### src/ssp_pkg.sv
// Function
// - Serial clock idles high; the first falling edge starts a transfer.
// - First transmit bit leaves on first falling edge, the rest on later falls.
// - Serial input is sampled on every rising serial clock edge.
// - A transfer is exactly eight bits and ends on the eighth rising edge.
// - Master and slave differ only in where the serial clock comes from.
// - Master clock rate comes from the system clock via fixed rate option.
// - A fixed option picks low or high bit first for both directions.
// - When enabled the shared pins become data out, data in and clock.
// - Input at enable; output driven straight from last shift stage; code latches that stage into the serial_out flop on each falling edge.
// - Port writes to the output pin ignored; pre-enable level sets start state.
// - Clearing enable aborts the transfer, clears the counter, releases pins.
// - In master mode a data register write starts a transfer.
// - Master select is always read/write; clearing it aborts a transfer.
// - Reset clears master select and enable.
// - Done flag is read-only, sets on last rising edge, affects nothing else.
// - Done flag clears by status read then data access; last edge sets it, winning over a clear.
// - Collision sets on data access after first fall and before done sets.
// - Collision clears by status read with done set then data access.
// - Reset clears the done and collision flags.
// - One data register serves both directions and keeps its value over reset.
// - Shared port registers stay usable while enabled; writes may corrupt data.
//
// Purpose: Constants and types of the simple serial port.
// Assumes: Register indices are word indices on a 32-bit bus.
// Notes: Byte address of a register is four times its index.
package ssp_pkg;
  localparam logic [7:0] IDX_CONTROL = 8'h0a;
  localparam logic [7:0] IDX_STATUS = 8'h0b;
  localparam logic [7:0] IDX_DATA = 8'h0c;
  localparam int CTRL_EN_BIT = 6;
  localparam int CTRL_MASTER_BIT = 4;
  localparam int STAT_DONE_BIT = 7;
  localparam int STAT_COLL_BIT = 6;
  localparam int BITS_PER_XFER = 8;
  localparam logic [7:0] CTRL_RESET = 8'h00;
  localparam logic [1:0] RESP_OKAY = 2'h0;
  localparam logic [1:0] RESP_SLVERR = 2'h2;
  localparam int CLK_PERIOD_NS = 8;
  localparam int SCK_HALF_NS = 500;
  localparam int SCK_HALF_CYCLES = (SCK_HALF_NS + CLK_PERIOD_NS - 1) / CLK_PERIOD_NS;
  localparam bit LOW_BIT_FIRST_DEFAULT = 1'b0;

  typedef enum logic [1:0] {REG_CONTROL, REG_STATUS, REG_DATA, REG_NONE} ssp_reg_t;

  typedef struct packed {
    logic en;
    logic master_select;
  } ssp_ctrl_t;

  typedef struct packed {
    logic done;
    logic coll;
  } ssp_stat_t;
endpackage

### src/ssp_serial_port.sv
// Purpose: Eight-bit three-wire synchronous serial port with an AXI4-Lite register slave.
// Assumes: Master half period of at least eight system clocks; slave clock well below aclk/8.
// Notes: Pin ownership goes back to the general port whenever port_owns_pins is low.
//
// Added by the designer: register access over AXI4-Lite.
`timescale 1ns/1ns
`default_nettype none
module ssp_serial_port
#(
  parameter int RATE_HALF_CYCLES = ssp_pkg::SCK_HALF_CYCLES,
  parameter bit LOW_BIT_FIRST = ssp_pkg::LOW_BIT_FIRST_DEFAULT
)
(
  // Clock and reset
  input wire logic aclk,
  input wire logic aresetn,
  // AXI4-Lite write address and data
  input wire logic awvalid,
  output logic awready,
  input wire logic [31:0] awaddr,
  input wire logic wvalid,
  output logic wready,
  input wire logic [31:0] wdata,
  input wire logic [3:0] wstrb,
  // AXI4-Lite write response
  output logic bvalid,
  input wire logic bready,
  output logic [1:0] bresp,
  // AXI4-Lite read
  input wire logic arvalid,
  output logic arready,
  input wire logic [31:0] araddr,
  output logic rvalid,
  input wire logic rready,
  output logic [31:0] rdata,
  output logic [1:0] rresp,
  // Serial pins
  input wire logic serial_in,
  input wire logic sck_in,
  output logic sck_out,
  output logic sck_oe,
  output logic serial_out,
  output logic serial_out_oe,
  // Shared port hookup
  input wire logic gpio_out_level,
  output logic port_owns_pins
);

  // ---------------------------------------------------------------------
  // Address decode
  // ---------------------------------------------------------------------
  function automatic ssp_pkg::ssp_reg_t decode(input logic [31:0] addr);
    if (addr == {22'h0, ssp_pkg::IDX_CONTROL, 2'h0})
      return ssp_pkg::REG_CONTROL;
    else if (addr == {22'h0, ssp_pkg::IDX_STATUS, 2'h0})
      return ssp_pkg::REG_STATUS;
    else if (addr == {22'h0, ssp_pkg::IDX_DATA, 2'h0})
      return ssp_pkg::REG_DATA;
    else
      return ssp_pkg::REG_NONE;
  endfunction

  ssp_pkg::ssp_ctrl_t ctrl_reg;
  ssp_pkg::ssp_stat_t stat_reg;
  logic [7:0] shift_reg;
  logic aw_have_reg;
  logic w_have_reg;
  logic [31:0] aw_addr_reg;
  logic [31:0] w_data_reg;
  logic [3:0] w_strb_reg;
  logic arm_done_reg;
  logic arm_coll_reg;
  logic xfer_reg;
  logic [3:0] bit_cnt_reg;
  logic m_run_reg;
  logic sck_reg;
  logic [15:0] div_reg;
  logic [2:0] sck_sync_reg;
  logic sck_state_reg;
  logic [2:0] si_sync_reg;
  logic si_state_reg;
  logic wr_fire;
  logic rd_fire;
  ssp_pkg::ssp_reg_t wr_sel;
  ssp_pkg::ssp_reg_t rd_sel;
  logic wr_ctrl;
  logic wr_data;
  logic rd_stat;
  logic data_access;
  logic abort;
  logic m_tick;
  logic s_chg;
  logic fall_ev;
  logic rise_ev;
  logic last_rise;
  logic [7:0] ctrl_wbyte;
  assign wr_fire = aw_have_reg && w_have_reg && !bvalid;
  assign rd_fire = arvalid && arready;
  assign wr_sel = decode(aw_addr_reg);
  assign rd_sel = decode(araddr);
  assign wr_ctrl = wr_fire && (wr_sel == ssp_pkg::REG_CONTROL) && w_strb_reg[0];
  assign wr_data = wr_fire && (wr_sel == ssp_pkg::REG_DATA) && w_strb_reg[0];
  assign rd_stat = rd_fire && (rd_sel == ssp_pkg::REG_STATUS);
  assign data_access = wr_data || (rd_fire && (rd_sel == ssp_pkg::REG_DATA));
  assign ctrl_wbyte = w_data_reg[7:0];

  // ---------------------------------------------------------------------
  // AXI4-Lite slave
  // ---------------------------------------------------------------------
  always_ff @(posedge aclk)
  begin
    if (!aresetn)
    begin
      aw_have_reg <= 1'b0;
      awready <= 1'b0;
      aw_addr_reg <= 32'h0;
    end
    else if (awvalid && awready)
    begin
      aw_have_reg <= 1'b1;
      awready <= 1'b0;
      aw_addr_reg <= awaddr;
    end
    else if (wr_fire)
    begin
      aw_have_reg <= 1'b0;
      awready <= 1'b1;
    end
    else
      awready <= !aw_have_reg;
  end
  always_ff @(posedge aclk)
  begin
    if (!aresetn)
    begin
      w_have_reg <= 1'b0;
      wready <= 1'b0;
      w_data_reg <= 32'h0;
      w_strb_reg <= 4'h0;
    end
    else if (wvalid && wready)
    begin
      w_have_reg <= 1'b1;
      wready <= 1'b0;
      w_data_reg <= wdata;
      w_strb_reg <= wstrb;
    end
    else if (wr_fire)
    begin
      w_have_reg <= 1'b0;
      wready <= 1'b1;
    end
    else
      wready <= !w_have_reg;
  end
  always_ff @(posedge aclk)
  begin
    if (!aresetn)
    begin
      bvalid <= 1'b0;
      bresp <= ssp_pkg::RESP_OKAY;
    end
    else if (wr_fire)
    begin
      bvalid <= 1'b1;
      bresp <= (wr_sel == ssp_pkg::REG_NONE) ? ssp_pkg::RESP_SLVERR : ssp_pkg::RESP_OKAY;
    end
    else if (bready)
      bvalid <= 1'b0;
  end
  always_ff @(posedge aclk)
  begin
    if (!aresetn)
    begin
      arready <= 1'b0;
      rvalid <= 1'b0;
      rdata <= 32'h0;
      rresp <= ssp_pkg::RESP_OKAY;
    end
    else if (rd_fire)
    begin
      arready <= 1'b0;
      rvalid <= 1'b1;
      rresp <= ssp_pkg::RESP_OKAY;
      rdata <= 32'h0;
      case (rd_sel)
        ssp_pkg::REG_CONTROL:
        begin
          rdata[ssp_pkg::CTRL_EN_BIT] <= ctrl_reg.en;
          rdata[ssp_pkg::CTRL_MASTER_BIT] <= ctrl_reg.master_select;
        end
        ssp_pkg::REG_STATUS:
        begin
          rdata[ssp_pkg::STAT_DONE_BIT] <= stat_reg.done;
          rdata[ssp_pkg::STAT_COLL_BIT] <= stat_reg.coll;
        end
        ssp_pkg::REG_DATA:
          rdata[7:0] <= shift_reg;
        default:
          rresp <= ssp_pkg::RESP_SLVERR;
      endcase
    end
    else if (rvalid && rready)
    begin
      rvalid <= 1'b0;
      arready <= 1'b1;
    end
    else
      arready <= !rvalid;
  end

  // ---------------------------------------------------------------------
  // Control register
  // ---------------------------------------------------------------------
  // Master select stays writable whether or not the port is enabled.
  always_ff @(posedge aclk)
  begin
    if (!aresetn)
    begin
      ctrl_reg.en <= ssp_pkg::CTRL_RESET[ssp_pkg::CTRL_EN_BIT];
      ctrl_reg.master_select <= ssp_pkg::CTRL_RESET[ssp_pkg::CTRL_MASTER_BIT];
    end
    else if (wr_ctrl)
    begin
      ctrl_reg.en <= ctrl_wbyte[ssp_pkg::CTRL_EN_BIT];
      ctrl_reg.master_select <= ctrl_wbyte[ssp_pkg::CTRL_MASTER_BIT];
    end
  end
  assign abort = !ctrl_reg.en ||
    (wr_ctrl && ctrl_reg.master_select && !ctrl_wbyte[ssp_pkg::CTRL_MASTER_BIT]);

  // ---------------------------------------------------------------------
  // Pin synchronisers and slave clock edges
  // ---------------------------------------------------------------------
  always_ff @(posedge aclk)
  begin
    if (!aresetn)
    begin
      sck_sync_reg <= 3'h7;
      sck_state_reg <= 1'b1;
      si_sync_reg <= 3'h0;
      si_state_reg <= 1'b0;
    end
    else
    begin
      sck_sync_reg <= {sck_sync_reg[1:0], sck_in};
      si_sync_reg <= {si_sync_reg[1:0], serial_in};
      if (sck_sync_reg[1] == sck_sync_reg[2])
        sck_state_reg <= sck_sync_reg[2];
      if (si_sync_reg[1] == si_sync_reg[2])
        si_state_reg <= si_sync_reg[2];
    end
  end
  assign s_chg = (sck_sync_reg[1] == sck_sync_reg[2]) && (sck_sync_reg[2] != sck_state_reg);

  // ---------------------------------------------------------------------
  // Master clock generator
  // ---------------------------------------------------------------------
  assign m_tick = m_run_reg && (div_reg == 16'(RATE_HALF_CYCLES - 1));
  always_ff @(posedge aclk)
  begin
    if (!aresetn || abort || !ctrl_reg.master_select)
    begin
      m_run_reg <= 1'b0;
      sck_reg <= 1'b1;
      div_reg <= 16'h0;
    end
    else if (wr_data && !m_run_reg && !xfer_reg)
    begin
      m_run_reg <= 1'b1;
      div_reg <= 16'h0;
    end
    else if (m_run_reg)
    begin
      if (m_tick)
      begin
        div_reg <= 16'h0;
        sck_reg <= !sck_reg;
        if (last_rise)
          m_run_reg <= 1'b0;
      end
      else
        div_reg <= div_reg + 16'h1;
    end
  end
  // Both modes feed the same shift engine; only the clock source differs.
  assign fall_ev = ctrl_reg.en && (ctrl_reg.master_select ? (m_tick && sck_reg) : (s_chg && !sck_sync_reg[2]));
  assign rise_ev = ctrl_reg.en && (ctrl_reg.master_select ? (m_tick && !sck_reg) : (s_chg && sck_sync_reg[2]));
  assign last_rise = rise_ev && xfer_reg && (bit_cnt_reg == 4'(ssp_pkg::BITS_PER_XFER - 1));
  // ---------------------------------------------------------------------
  // Shift engine
  // ---------------------------------------------------------------------
  always_ff @(posedge aclk)
  begin
    if (!aresetn || abort)
    begin
      xfer_reg <= 1'b0;
      bit_cnt_reg <= 4'h0;
    end
    else if (fall_ev && !xfer_reg)
    begin
      xfer_reg <= 1'b1;
      bit_cnt_reg <= 4'h0;
    end
    else if (rise_ev && xfer_reg)
    begin
      bit_cnt_reg <= bit_cnt_reg + 4'h1;
      if (last_rise)
        xfer_reg <= 1'b0;
    end
  end

  // The data register is left alone by reset.
  always_ff @(posedge aclk)
  begin
    if (wr_data)
      shift_reg <= w_data_reg[7:0];
    else if (rise_ev && xfer_reg)
    begin
      if (LOW_BIT_FIRST)
        shift_reg <= {si_state_reg, shift_reg[7:1]};
      else
        shift_reg <= {shift_reg[6:0], si_state_reg};
    end
  end

  // The output follows the port level while disabled and holds it until the first falling edge.
  always_ff @(posedge aclk)
  begin
    if (!aresetn)
      serial_out <= 1'b1;
    else if (!ctrl_reg.en)
      serial_out <= gpio_out_level;
    else if (fall_ev)
      serial_out <= LOW_BIT_FIRST ? shift_reg[0] : shift_reg[7];
  end
  always_ff @(posedge aclk)
  begin
    if (!aresetn)
    begin
      serial_out_oe <= 1'b0;
      sck_oe <= 1'b0;
      sck_out <= 1'b1;
      port_owns_pins <= 1'b0;
    end
    else
    begin
      serial_out_oe <= ctrl_reg.en;
      sck_oe <= ctrl_reg.en && ctrl_reg.master_select;
      sck_out <= sck_reg;
      port_owns_pins <= ctrl_reg.en;
    end
  end

  // ---------------------------------------------------------------------
  // Status flags
  // ---------------------------------------------------------------------
  always_ff @(posedge aclk)
  begin
    if (!aresetn)
    begin
      arm_done_reg <= 1'b0;
      arm_coll_reg <= 1'b0;
    end
    else if (rd_stat)
    begin
      arm_done_reg <= 1'b1;
      arm_coll_reg <= stat_reg.done;
    end
    else if (data_access)
    begin
      arm_done_reg <= 1'b0;
      arm_coll_reg <= 1'b0;
    end
  end

  // A setting event always wins over a clear in the same cycle.
  always_ff @(posedge aclk)
  begin
    if (!aresetn)
    begin
      stat_reg.done <= 1'b0;
      stat_reg.coll <= 1'b0;
    end
    else
    begin
      if (last_rise)
        stat_reg.done <= 1'b1;
      else if (data_access && arm_done_reg)
        stat_reg.done <= 1'b0;
      if (data_access && xfer_reg)
        stat_reg.coll <= 1'b1;
      else if (data_access && arm_coll_reg)
        stat_reg.coll <= 1'b0;
    end
  end

endmodule
`default_nettype wire

### config.mk
export PLATFORM = sky130hd
export DESIGN_NAME = ssp_serial_port
export DESIGN_NICKNAME = d
export VERILOG_FILES = /design/src/ssp_pkg.sv /design/src/ssp_serial_port.sv
export SDC_FILE = /design/constraint.sdc
export NUM_CORES = 1
export LEC_CHECK = 0
export BUFFER_PORTS_ARGS = -buffer_cell sky130_fd_sc_hd__buf_4
export CAP_MARGIN = 20
export CORE_MARGIN = 2
export CORE_UTILIZATION = 25
export DETAILED_ROUTE_END_ITERATION = 8
export GPL_ROUTABILITY_DRIVEN = 0
export GPL_TIMING_DRIVEN = 0
export PLACE_DENSITY = 0.53
export SLEW_MARGIN = 25
export SYNTH_ARGS = -nofsm -noshare
export SYNTH_HDL_FRONTEND = slang
export SYNTH_SLANG_ARGS = --single-unit
### constraint.sdc
create_clock -name aclk -period 3.13 [get_ports aclk]
set_input_delay 0 -clock aclk [delete_from_list [all_inputs] [get_ports aclk]]
set_output_delay 0 -clock aclk [all_outputs]
set_load 0.1 [all_outputs]
==> results.cfg, run 1 <==
[power]
power.leakage_nw = 2.58
p_switching_mw = 0.818
internal_power_mw = 2.25
p_clk_share_pct = 37.9
power_mw = 3.07
switching_share_pct = 26.6
ir_worst_vdd_mv = 0.239
seqPwrFrac_pct = 46.7
p_comb_share_pct = 15.4
cellPowerDensity_mw_per_mm2 = 461

[floorplanning]
num_rows = 50
io_pins = 156
core_mm2 = 0.0186
die_h_um = 142
start_util_pct = 25.4
die_area_mm2 = 0.0201
die_w_um = 142

[layout]
nets = 831
syn_to_final_growth_pct = 40.6
final_area_mm2 = 0.00666
fillers = 1963
drive_above_1_share_pct = 22.1
n_antenna_cell = 0
largest_reg_flops = 32

[logic_synthesis]
synthDistinctLibCells = 57
synth_cells = 530
ys_seq_area_share_pct = 46.9
synth_area_per_cell_um2 = 8.93
synth_warnings = 0
synth-seq-cells = 107
synth_edf_count = 8
yosys.area.top_type_share_pct = 41.9
synth_area_leader_cell = dfxtp_1
synthesis.area_mm2 = 0.00473
synthTopCellsByArea = dfxtp_1, nand2_1, a21boi_0, edfxtp_1, buf_4
ys.flop_type = dfxtp_1
async_flop_share_pct = 0

[timing]
hold_viol_final = 0
skew_ns = 0.00699
grt_setup_unrepaired = no
slew_headroom_pct = 54.2
final-setup-viol-count = 0
max_freq_mhz = 369
fin_crit_ns = 2.71
fin_crit_sh_pct = 86.6
worst_slew_pin_slew_ns = 0.678
drv_slew = 0
finalSetupTns_ns = 0
setup_ws_ns = 0.420
whs_ns = 0.0434

[detailed_routing]
wl_mm = 11.8
vias = 4068
top_layer_used = met4
drt-met1-wl_mm = 5.73
drcViolationCount = 0
wl_met2_mm = 5.58
ant_nets = 0
drtIter0Drc = 96
drt_first_pass_iters = 6
wl_per_cell_um = 12.4
wl_met3_um = 342
drt-vias-per-instance = 4.27

[placement]
io_buffer_count = 102
dp_slack_ns = 0.151
dp_hpwl_mm = 8.73
placed_cell_area_mm2 = 0.00589

[critical_path]
cp.required_ns = 3.36
cp.arrival_ns = 2.94
reg2reg_depth = 8
slowest_delay_ns = 0.55
cp-startpoint = div_reg[0]$_SDFFE_PP0P_
worstSetupPathType = reg -> reg
reg2reg_from = div_reg[0]$_SDFFE_PP0P_
cp-end-kind = register
crit_end = bit_cnt_reg[3]$_SDFFE_PP0P_
r2r_end = bit_cnt_reg[3]$_SDFFE_PP0P_
critPathLaunchType = register
cp_max_fo = 8
ff2ff_setup_slack_ns = 0.42
crit_chain = inv_1 > ha_1 > or4b_1 > or4_4 > buf_6 > o21ai_0 > a221oi_1 > a21boi_1
crit_slowest_cell = or4_4

[cts]
cts_buffers = 9
clk_pin_slew_worst_paths_ns = 0.07
cts_setup_buffers = 0
insertion_delay_ns = 0.35
clockRootBuffer = clkbuf_16
cts_tree = done
cts_buffer_depth = 2
cts_num_sinks = 107
h-tree-depth = 3

[global_routing]
grt_usage_pct = 11.9
grt_pass1_wl_mm = 19.0
antenna_found_initial = 0
grt_max_degree = 18
grt_pass1_vias = 3879
grt_overflow = 0

[hold_path]
min_from = aresetn
min_path_type = in -> reg

[job]
drv_cap = 0

[run_status]
status = finished clean
[worst max-delay path, delay by kind of cell, from the launching register on]
kind / cells / cell delay (ns)
AOI/OAI and AO/OA: 3 / 0.90
and+or+nand+nor: 2 / 1.01
DFF: 1 / 0.33
buffers and inverters: 2 / 0.23
adders and majority gates: 1 / 0.13
[power by group through the flow]
| stage | logic (mW) | clock network (mW) | registers (mW) |
|---|---|---|---|
| final | 0.473 | 1.16 | 1.43 |
| after global routing | 0.506 | 1.24 | 1.44 |
| after CTS | 0.475 | 1.20 | 1.43 |
| after detailed placement | 0.428 | 0 | 1.47 |
| after global placement | 0.427 | 0 | 1.47 |
| after floorplan | 0.256 | 0 | 1.50 |
[per-stage QoR]
step | std cells | util (%)
floorplan | 555 | -
global route | 952 | 35.7
finish | 952 | 35.7
detailed placement | 891 | 31.6
global placement | 891 | 31.6
CTS | 952 | 35.7
[synthesized netlist by cell type (3+ instances only)]
library cell  number
nand3b_1           5
and2_1            11
mux2_2             8
o21ai_0           11
clkbuf_1          17
a21oi_1            8
nor3_1             9
edfxtp_1           8
nand2b_1          12
inv_1              7
nor2_1            22
nor4b_1            3
nand4_1           11
nand3_1           19
buf_4             28
ha_1               7
buf_1              5
nand2_1          108
a21boi_0          50
xor2_1            12
dfxtp_1           99
xnor2_1            5
nor4_1            12
nor2b_1            7
and3_1             6
[placed cells by master (no fill, tap or decap), drive strengths merged, types with 2 or more instances in the layout]
cell and n:
nand3b 5, and2 11, nor2b 7, edfxtp 8, nand2 108, or4b 3, conb 26, o21ai 11
a21boi 51, a31oi 2, inv 8, a22oi 2, nor3b 2, dfxtp 99, nand4 11, nor4b 3
xor2 12, nand3 19, nor4 12, o21a 3, and4 2, or4 3, a21oi 8, o22ai 2
nor2 22, nand4b 2, dlygate4sd3 46, ha 7, buf 136, clkbuf 29, mux2 8, and3 6
xnor2 5, nand2b 12, nor3 9
[worst min path at each step]
stage	endpoint	slack, ns	depth (start not counted)
6_report	sck_oe$_SDFF_PN0_	0.04	2
5_1_grt	sck_oe$_SDFF_PN0_	0.05	2
4_1_cts	sck_oe$_SDFF_PN0_	0.02	2
3_5_place_dp	sck_sync_reg[0]$_SDFF_PN1_	0.19	2
3_3_place_gp	sck_sync_reg[0]$_SDFF_PN1_	0.19	2
2_1_floorplan	sck_sync_reg[0]$_SDFF_PN1_	0.10	1
[routing by layer]
metal  GRT usage (%)  up-vias
met4            4.05        0
met1            15.7     1848
met5               0        -
li1                -     2141
met2            19.5       69
met3            2.19       10
[repair_timing]
| item | CTS | global route |
|---|---|---|
| resized for setup | 0 | 1 |
| endpoints found under the hold margin | 47 | 0 |
| endpoints found under the setup margin | 0 | 8 |
| hold buffers | 46 | 0 |
[final cells by class]
type	instances	area (µm²)	share of cell area, %
flip-flops and latches	107	2220	33.4
well taps	234	293	4.40
multi-input cells	390	2280	34.3
inverters	7	26.3	0.395
repair buffers	148	1230	18.4
clock buffers	12	256	3.85
clock inverters	3	46.3	0.695
plain buffers	51	304	4.57
[logic make-up (layout without fill, tap and decap cells)]
family                     Yosys count  after routing  synth area share [%]
muxes                                9              9                  2.11
other                                1             26                0.0792
AOI/OAI and AO/OA                   88             88                  13.2
buffers and inverters               58            221                  6.98
adders and majority gates            7              7                  1.85
DFF                                107            107                  46.9
xor gates and xnor gates            17             17                  3.14
and+or+nand+nor                    243            243                  25.7
(Power assumes the default switching activity.)
==> inputs of run 2 (changes only) <==
Settings changed: CORE_UTILIZATION 25 to 31, MAX_ROUTING_LAYER from default to met4, PLACE_DENSITY 0.53 to 0.61.
==> results.cfg, run 2 (same netlist as run 1, synthesis figures left out) <==
[power]
cellPowerDensity_mw_per_mm2 = 456
p_switching_mw = 0.858
p_clk_share_pct = 36.5
p_comb_share_pct = 15.8
seqPwrFrac_pct = 47.7
internal_power_mw = 2.14
power.leakage_nw = 2.58
power_mw = 3.00
ir_worst_vdd_mv = 0.246
switching_share_pct = 28.6

[global_routing]
grt_pass1_wl_mm = 19.2
grt_usage_pct = 15.0
grt_pass1_vias = 4116
grt_overflow = 0
antenna_found_initial = 0
grt_max_degree = 20

[timing]
setup_ws_ns = 0.403
worst_slew_pin_slew_ns = 0.684
final-setup-viol-count = 0
skew_ns = 0.00528
hold_viol_final = 0
whs_ns = 0.0194
fin_crit_ns = 2.73
grt_setup_unrepaired = no
finalSetupTns_ns = 0
drv_slew = 0
max_freq_mhz = 367
slew_headroom_pct = 53.8
fin_crit_sh_pct = 87.1

[cts]
clk_pin_slew_worst_paths_ns = 0.07
clockRootBuffer = clkbuf_16
cts_buffers = 9
cts_tree = done
insertion_delay_ns = 0.35
cts_buffer_depth = 2
h-tree-depth = 3
cts_num_sinks = 107

[placement]
io_buffer_count = 102
dpl.cell_count = 845
dp_slack_ns = 0.161
placed_cell_area_mm2 = 0.00583
dp_hpwl_mm = 8.64

[layout]
drive_above_1_share_pct = 22.3
syn_to_final_growth_pct = 39.0
final_cells = 907
mostFrequentLayoutCell = buf_4
utilization_pct = 43.6
largest_reg_flops = 32
n_antenna_cell = 0
layout_common_cells = buf_4, nand2_1, dfxtp_1
final_area_mm2 = 0.00658
nets = 831

[detailed_routing]
wl_per_cell_um = 13.0
drt-vias-per-instance = 4.64
drt_first_pass_iters = 4
drtIter0Drc = 175
wl_mm = 11.8
ant_nets = 0
drcViolationCount = 0
vias = 4210

[critical_path]
cp-end-kind = register
reg2reg_from = aw_addr_reg[11]$_SDFFE_PN0P_
ff2ff_setup_slack_ns = 0.40
cp_top_family = simple AND/OR/NAND/NOR gates
reg2reg_depth = 5
critPathLaunchType = register
cp.arrival_ns = 2.75
worstSetupPathType = reg -> reg
r2r_end = shift_reg[6]$_DFFE_PP_
cp.required_ns = 3.15
worst-path-buf-inv = 1
crit_slowest_cell = nor4_2
cp_max_fo = 10
slowest_delay_ns = 0.58
crit_chain = nor4_1 > nand4_1 > nor4_2 > clkbuf_1 > or2b_1

[hold_path]
hold_depth = 2
min_from = aresetn
min_path_type = in -> reg
hold_path_end = sck_oe$_SDFF_PN0_

[floorplanning]
core_mm2 = 0.0151
io_pins = 156
start_util_pct = 31.4
die_area_mm2 = 0.0163
num_rows = 45
die_w_um = 128
die_h_um = 128

[run_status]
status = finished clean

[job]
drv_cap = 0
run 2: worst max-delay path by stage:
stage / from / end / slack [ns] / depth (start not counted)
2_1_floorplan: div_reg[0]$_SDFFE_PP0P_ / shift_reg[0]$_DFFE_PP_ / 0.67 / 7
3_3_place_gp: aw_addr_reg[11]$_SDFFE_PN0P_ / shift_reg[0]$_DFFE_PP_ / 0.22 / 5
3_5_place_dp: aw_addr_reg[11]$_SDFFE_PN0P_ / shift_reg[0]$_DFFE_PP_ / 0.16 / 5
4_1_cts: aw_addr_reg[11]$_SDFFE_PN0P_ / shift_reg[3]$_DFFE_PP_ / 0.14 / 5
5_1_grt: aw_addr_reg[11]$_SDFFE_PN0P_ / shift_reg[3]$_DFFE_PP_ / 0.13 / 5
6_report: aw_addr_reg[11]$_SDFFE_PN0P_ / shift_reg[6]$_DFFE_PP_ / 0.40 / 5
run 2: cell type report:
| class | count | area (µm²) |
|---|---|---|
| fillers | 1492 | 8510 |
| clock buffers | 9 | 225 |
| clock inverters | 7 | 58.8 |
| repair buffers | 148 | 1230 |
| multi-input cells | 390 | 2280 |
| plain buffers | 51 | 304 |
| flip-flops and latches | 107 | 2220 |
| inverters | 7 | 26.3 |
| well taps | 188 | 235 |
run 2: power by group through the flow:
| stage | logic, mW | clock network [mW] | registers [mW] |
|---|---|---|---|
| after floorplan | 0.256 | 0 | 1.50 |
| after global placement | 0.421 | 0 | 1.46 |
| after detailed placement | 0.427 | 0 | 1.47 |
| after CTS | 0.473 | 1.12 | 1.43 |
| after global routing | 0.506 | 1.18 | 1.44 |
| final | 0.474 | 1.10 | 1.43 |
run 2: what timing repair did:
item                                    4_1_cts  5_1_grt
buffers inserted                              0        0
endpoints found under the setup margin        0       15
hold buffers                                 46        0
endpoints found under the hold margin        47        0
resized for setup                             0        1
run 2: worst reg2reg max path: stages (launching register included):
cell and delay (ns):
dfxtp_1 0.32, nor4_1 0.38, nand4_1 0.31, nor4_2 0.58, clkbuf_1 0.43, or2b_1 0.38
run 2: routing by layer:
metal | track usage (%) | up-vias | wire (µm)
met1 | 18.3 | 1973 | 5430
li1 | - | 2141 | -
met3 | 3.02 | 14 | 350
met2 | 25.6 | 82 | 5840
met4 | 3.81 | 0 | 146
met5 | - | - | 0
==> inputs of run 3 (changes only) <==
Settings changed: HOLD_SLACK_MARGIN from default to 0.05.
==> results.cfg, run 3 (same netlist as run 1, synthesis figures left out) <==
[detailed_routing]
drt_first_pass_iters = 4
vias = 4202
wl_mm = 11.8
wl_per_cell_um = 13.0
ant_nets = 0
drtIter0Drc = 168
drcViolationCount = 0
drt-vias-per-instance = 4.63

[global_routing]
antenna_found_initial = 0
grt_max_degree = 20
grt_overflow = 0
grt_usage_pct = 15.0
grt_pass1_vias = 4120
grt_pass1_wl_mm = 19.2

[placement]
dp_slack_ns = 0.161
dpl.cell_count = 845
placed_cell_area_mm2 = 0.00583
dp_hpwl_mm = 8.64
io_buffer_count = 102

[power]
ir_worst_vdd_mv = 0.246
cellPowerDensity_mw_per_mm2 = 456
power.leakage_nw = 2.58

[hold_path]
hold_depth = 4
min_path_type = in -> reg
hold_path_end = aw_addr_reg[0]$_SDFFE_PN0P_
min_from = awvalid

[cts]
clk_pin_slew_worst_paths_ns = 0.07
insertion_delay_ns = 0.35
cts_buffers = 9
clockRootBuffer = clkbuf_16
cts_num_sinks = 107
cts_tree = done
cts_buffer_depth = 2
h-tree-depth = 3
cts_setup_buffers = 0

[job]
drv_cap = 0

[timing]
worst_slew_pin_slew_ns = 0.684
fin_crit_ns = 2.71
drv_slew = 0
hold_viol_final = 0
skew_ns = 0.00531
setup_ws_ns = 0.416
slew_headroom_pct = 53.8
final-setup-viol-count = 0
grt_setup_unrepaired = no
finalSetupTns_ns = 0
max_freq_mhz = 368
fin_crit_sh_pct = 86.7

[critical_path]
reg2reg_from = aw_addr_reg[11]$_SDFFE_PN0P_
r2r_end = shift_reg[6]$_DFFE_PP_
reg2reg_depth = 5
worstSetupPathType = reg -> reg
cp_max_fo = 10
cp.arrival_ns = 2.73
critPathLaunchType = register
cp.required_ns = 3.15
cp-end-kind = register
ff2ff_setup_slack_ns = 0.42

[layout]
drive_above_1_share_pct = 22.2
syn_to_final_growth_pct = 39.2
mostFrequentLayoutCell = buf_4
final_area_mm2 = 0.00659
nets = 832
largest_reg_flops = 32
utilization_pct = 43.7
n_antenna_cell = 0
final_cells = 908
fillers = 1492
layout_common_cells = buf_4, nand2_1, dfxtp_1

[run_status]
status = finished clean

[floorplanning]
die_w_um = 128
io_pins = 156
die_h_um = 128
start_util_pct = 31.4
die_area_mm2 = 0.0163
num_rows = 45
core_mm2 = 0.0151
[run 3: per-stage QoR]
step	total power, mW	hold slack [ns]
6_report	3.01	0.0698
5_1_grt	3.12	0.105
4_1_cts	3.03	0.0660
3_5_place_dp	1.89	0.190
3_3_place_gp	1.89	0.187
2_1_floorplan	1.76	0.101
[run 3: metal layers]
layer	routed length [µm]	track usage, %	vias to the layer above
met2	5860	25.6	84
li1	-	-	2142
met4	147	3.81	0
met5	0	-	-
met1	5410	18.3	1962
met3	373	3.02	14
[run 3: critical path, cell delays in order (launching register included)]
cell and delay [ns]:
dfxtp_1 0.32, nor4_1 0.38, nand4_1 0.31, nor4_2 0.57, clkbuf_1 0.43, or2b_1 0.38
[run 3: area by class of cell]
type	instances	area (µm²)	share of cell area, %
multi-input cells	390	2280	34.6
repair buffers	149	1240	18.8
plain buffers	51	304	4.61
flip-flops and latches	107	2220	33.7
well taps	188	235	3.57
inverters	7	26.3	0.399
clock inverters	7	58.8	0.892
clock buffers	9	225	3.42
[run 3: repair_timing]
action                                 in CTS  in global routing
endpoints found under the hold margin      48                  0
setup endpoints to repair                   0                 15
hold buffers                               47                  0
gates resized for setup                     0                  1
[run 3: power breakdown]
part | internal (mW) | leakage (nW) | switching (mW)
clock network | 0.555 | 0.140 | 0.542
logic | 0.179 | 1.57 | 0.296
registers | 1.41 | 0.877 | 0.0224
[run 3: worst max-delay path by stage]
stage                            startpoint                     end  slack [ns]  depth (start not counted)
2_1_floorplan       div_reg[0]$_SDFFE_PP0P_  shift_reg[0]$_DFFE_PP_        0.67                          7
3_3_place_gp   aw_addr_reg[11]$_SDFFE_PN0P_  shift_reg[0]$_DFFE_PP_        0.22                          5
3_5_place_dp   aw_addr_reg[11]$_SDFFE_PN0P_  shift_reg[0]$_DFFE_PP_        0.16                          5
4_1_cts        aw_addr_reg[11]$_SDFFE_PN0P_  shift_reg[3]$_DFFE_PP_        0.14                          5
5_1_grt        aw_addr_reg[11]$_SDFFE_PN0P_  shift_reg[3]$_DFFE_PP_        0.13                          5
6_report       aw_addr_reg[11]$_SDFFE_PN0P_  shift_reg[6]$_DFFE_PP_        0.42                          5
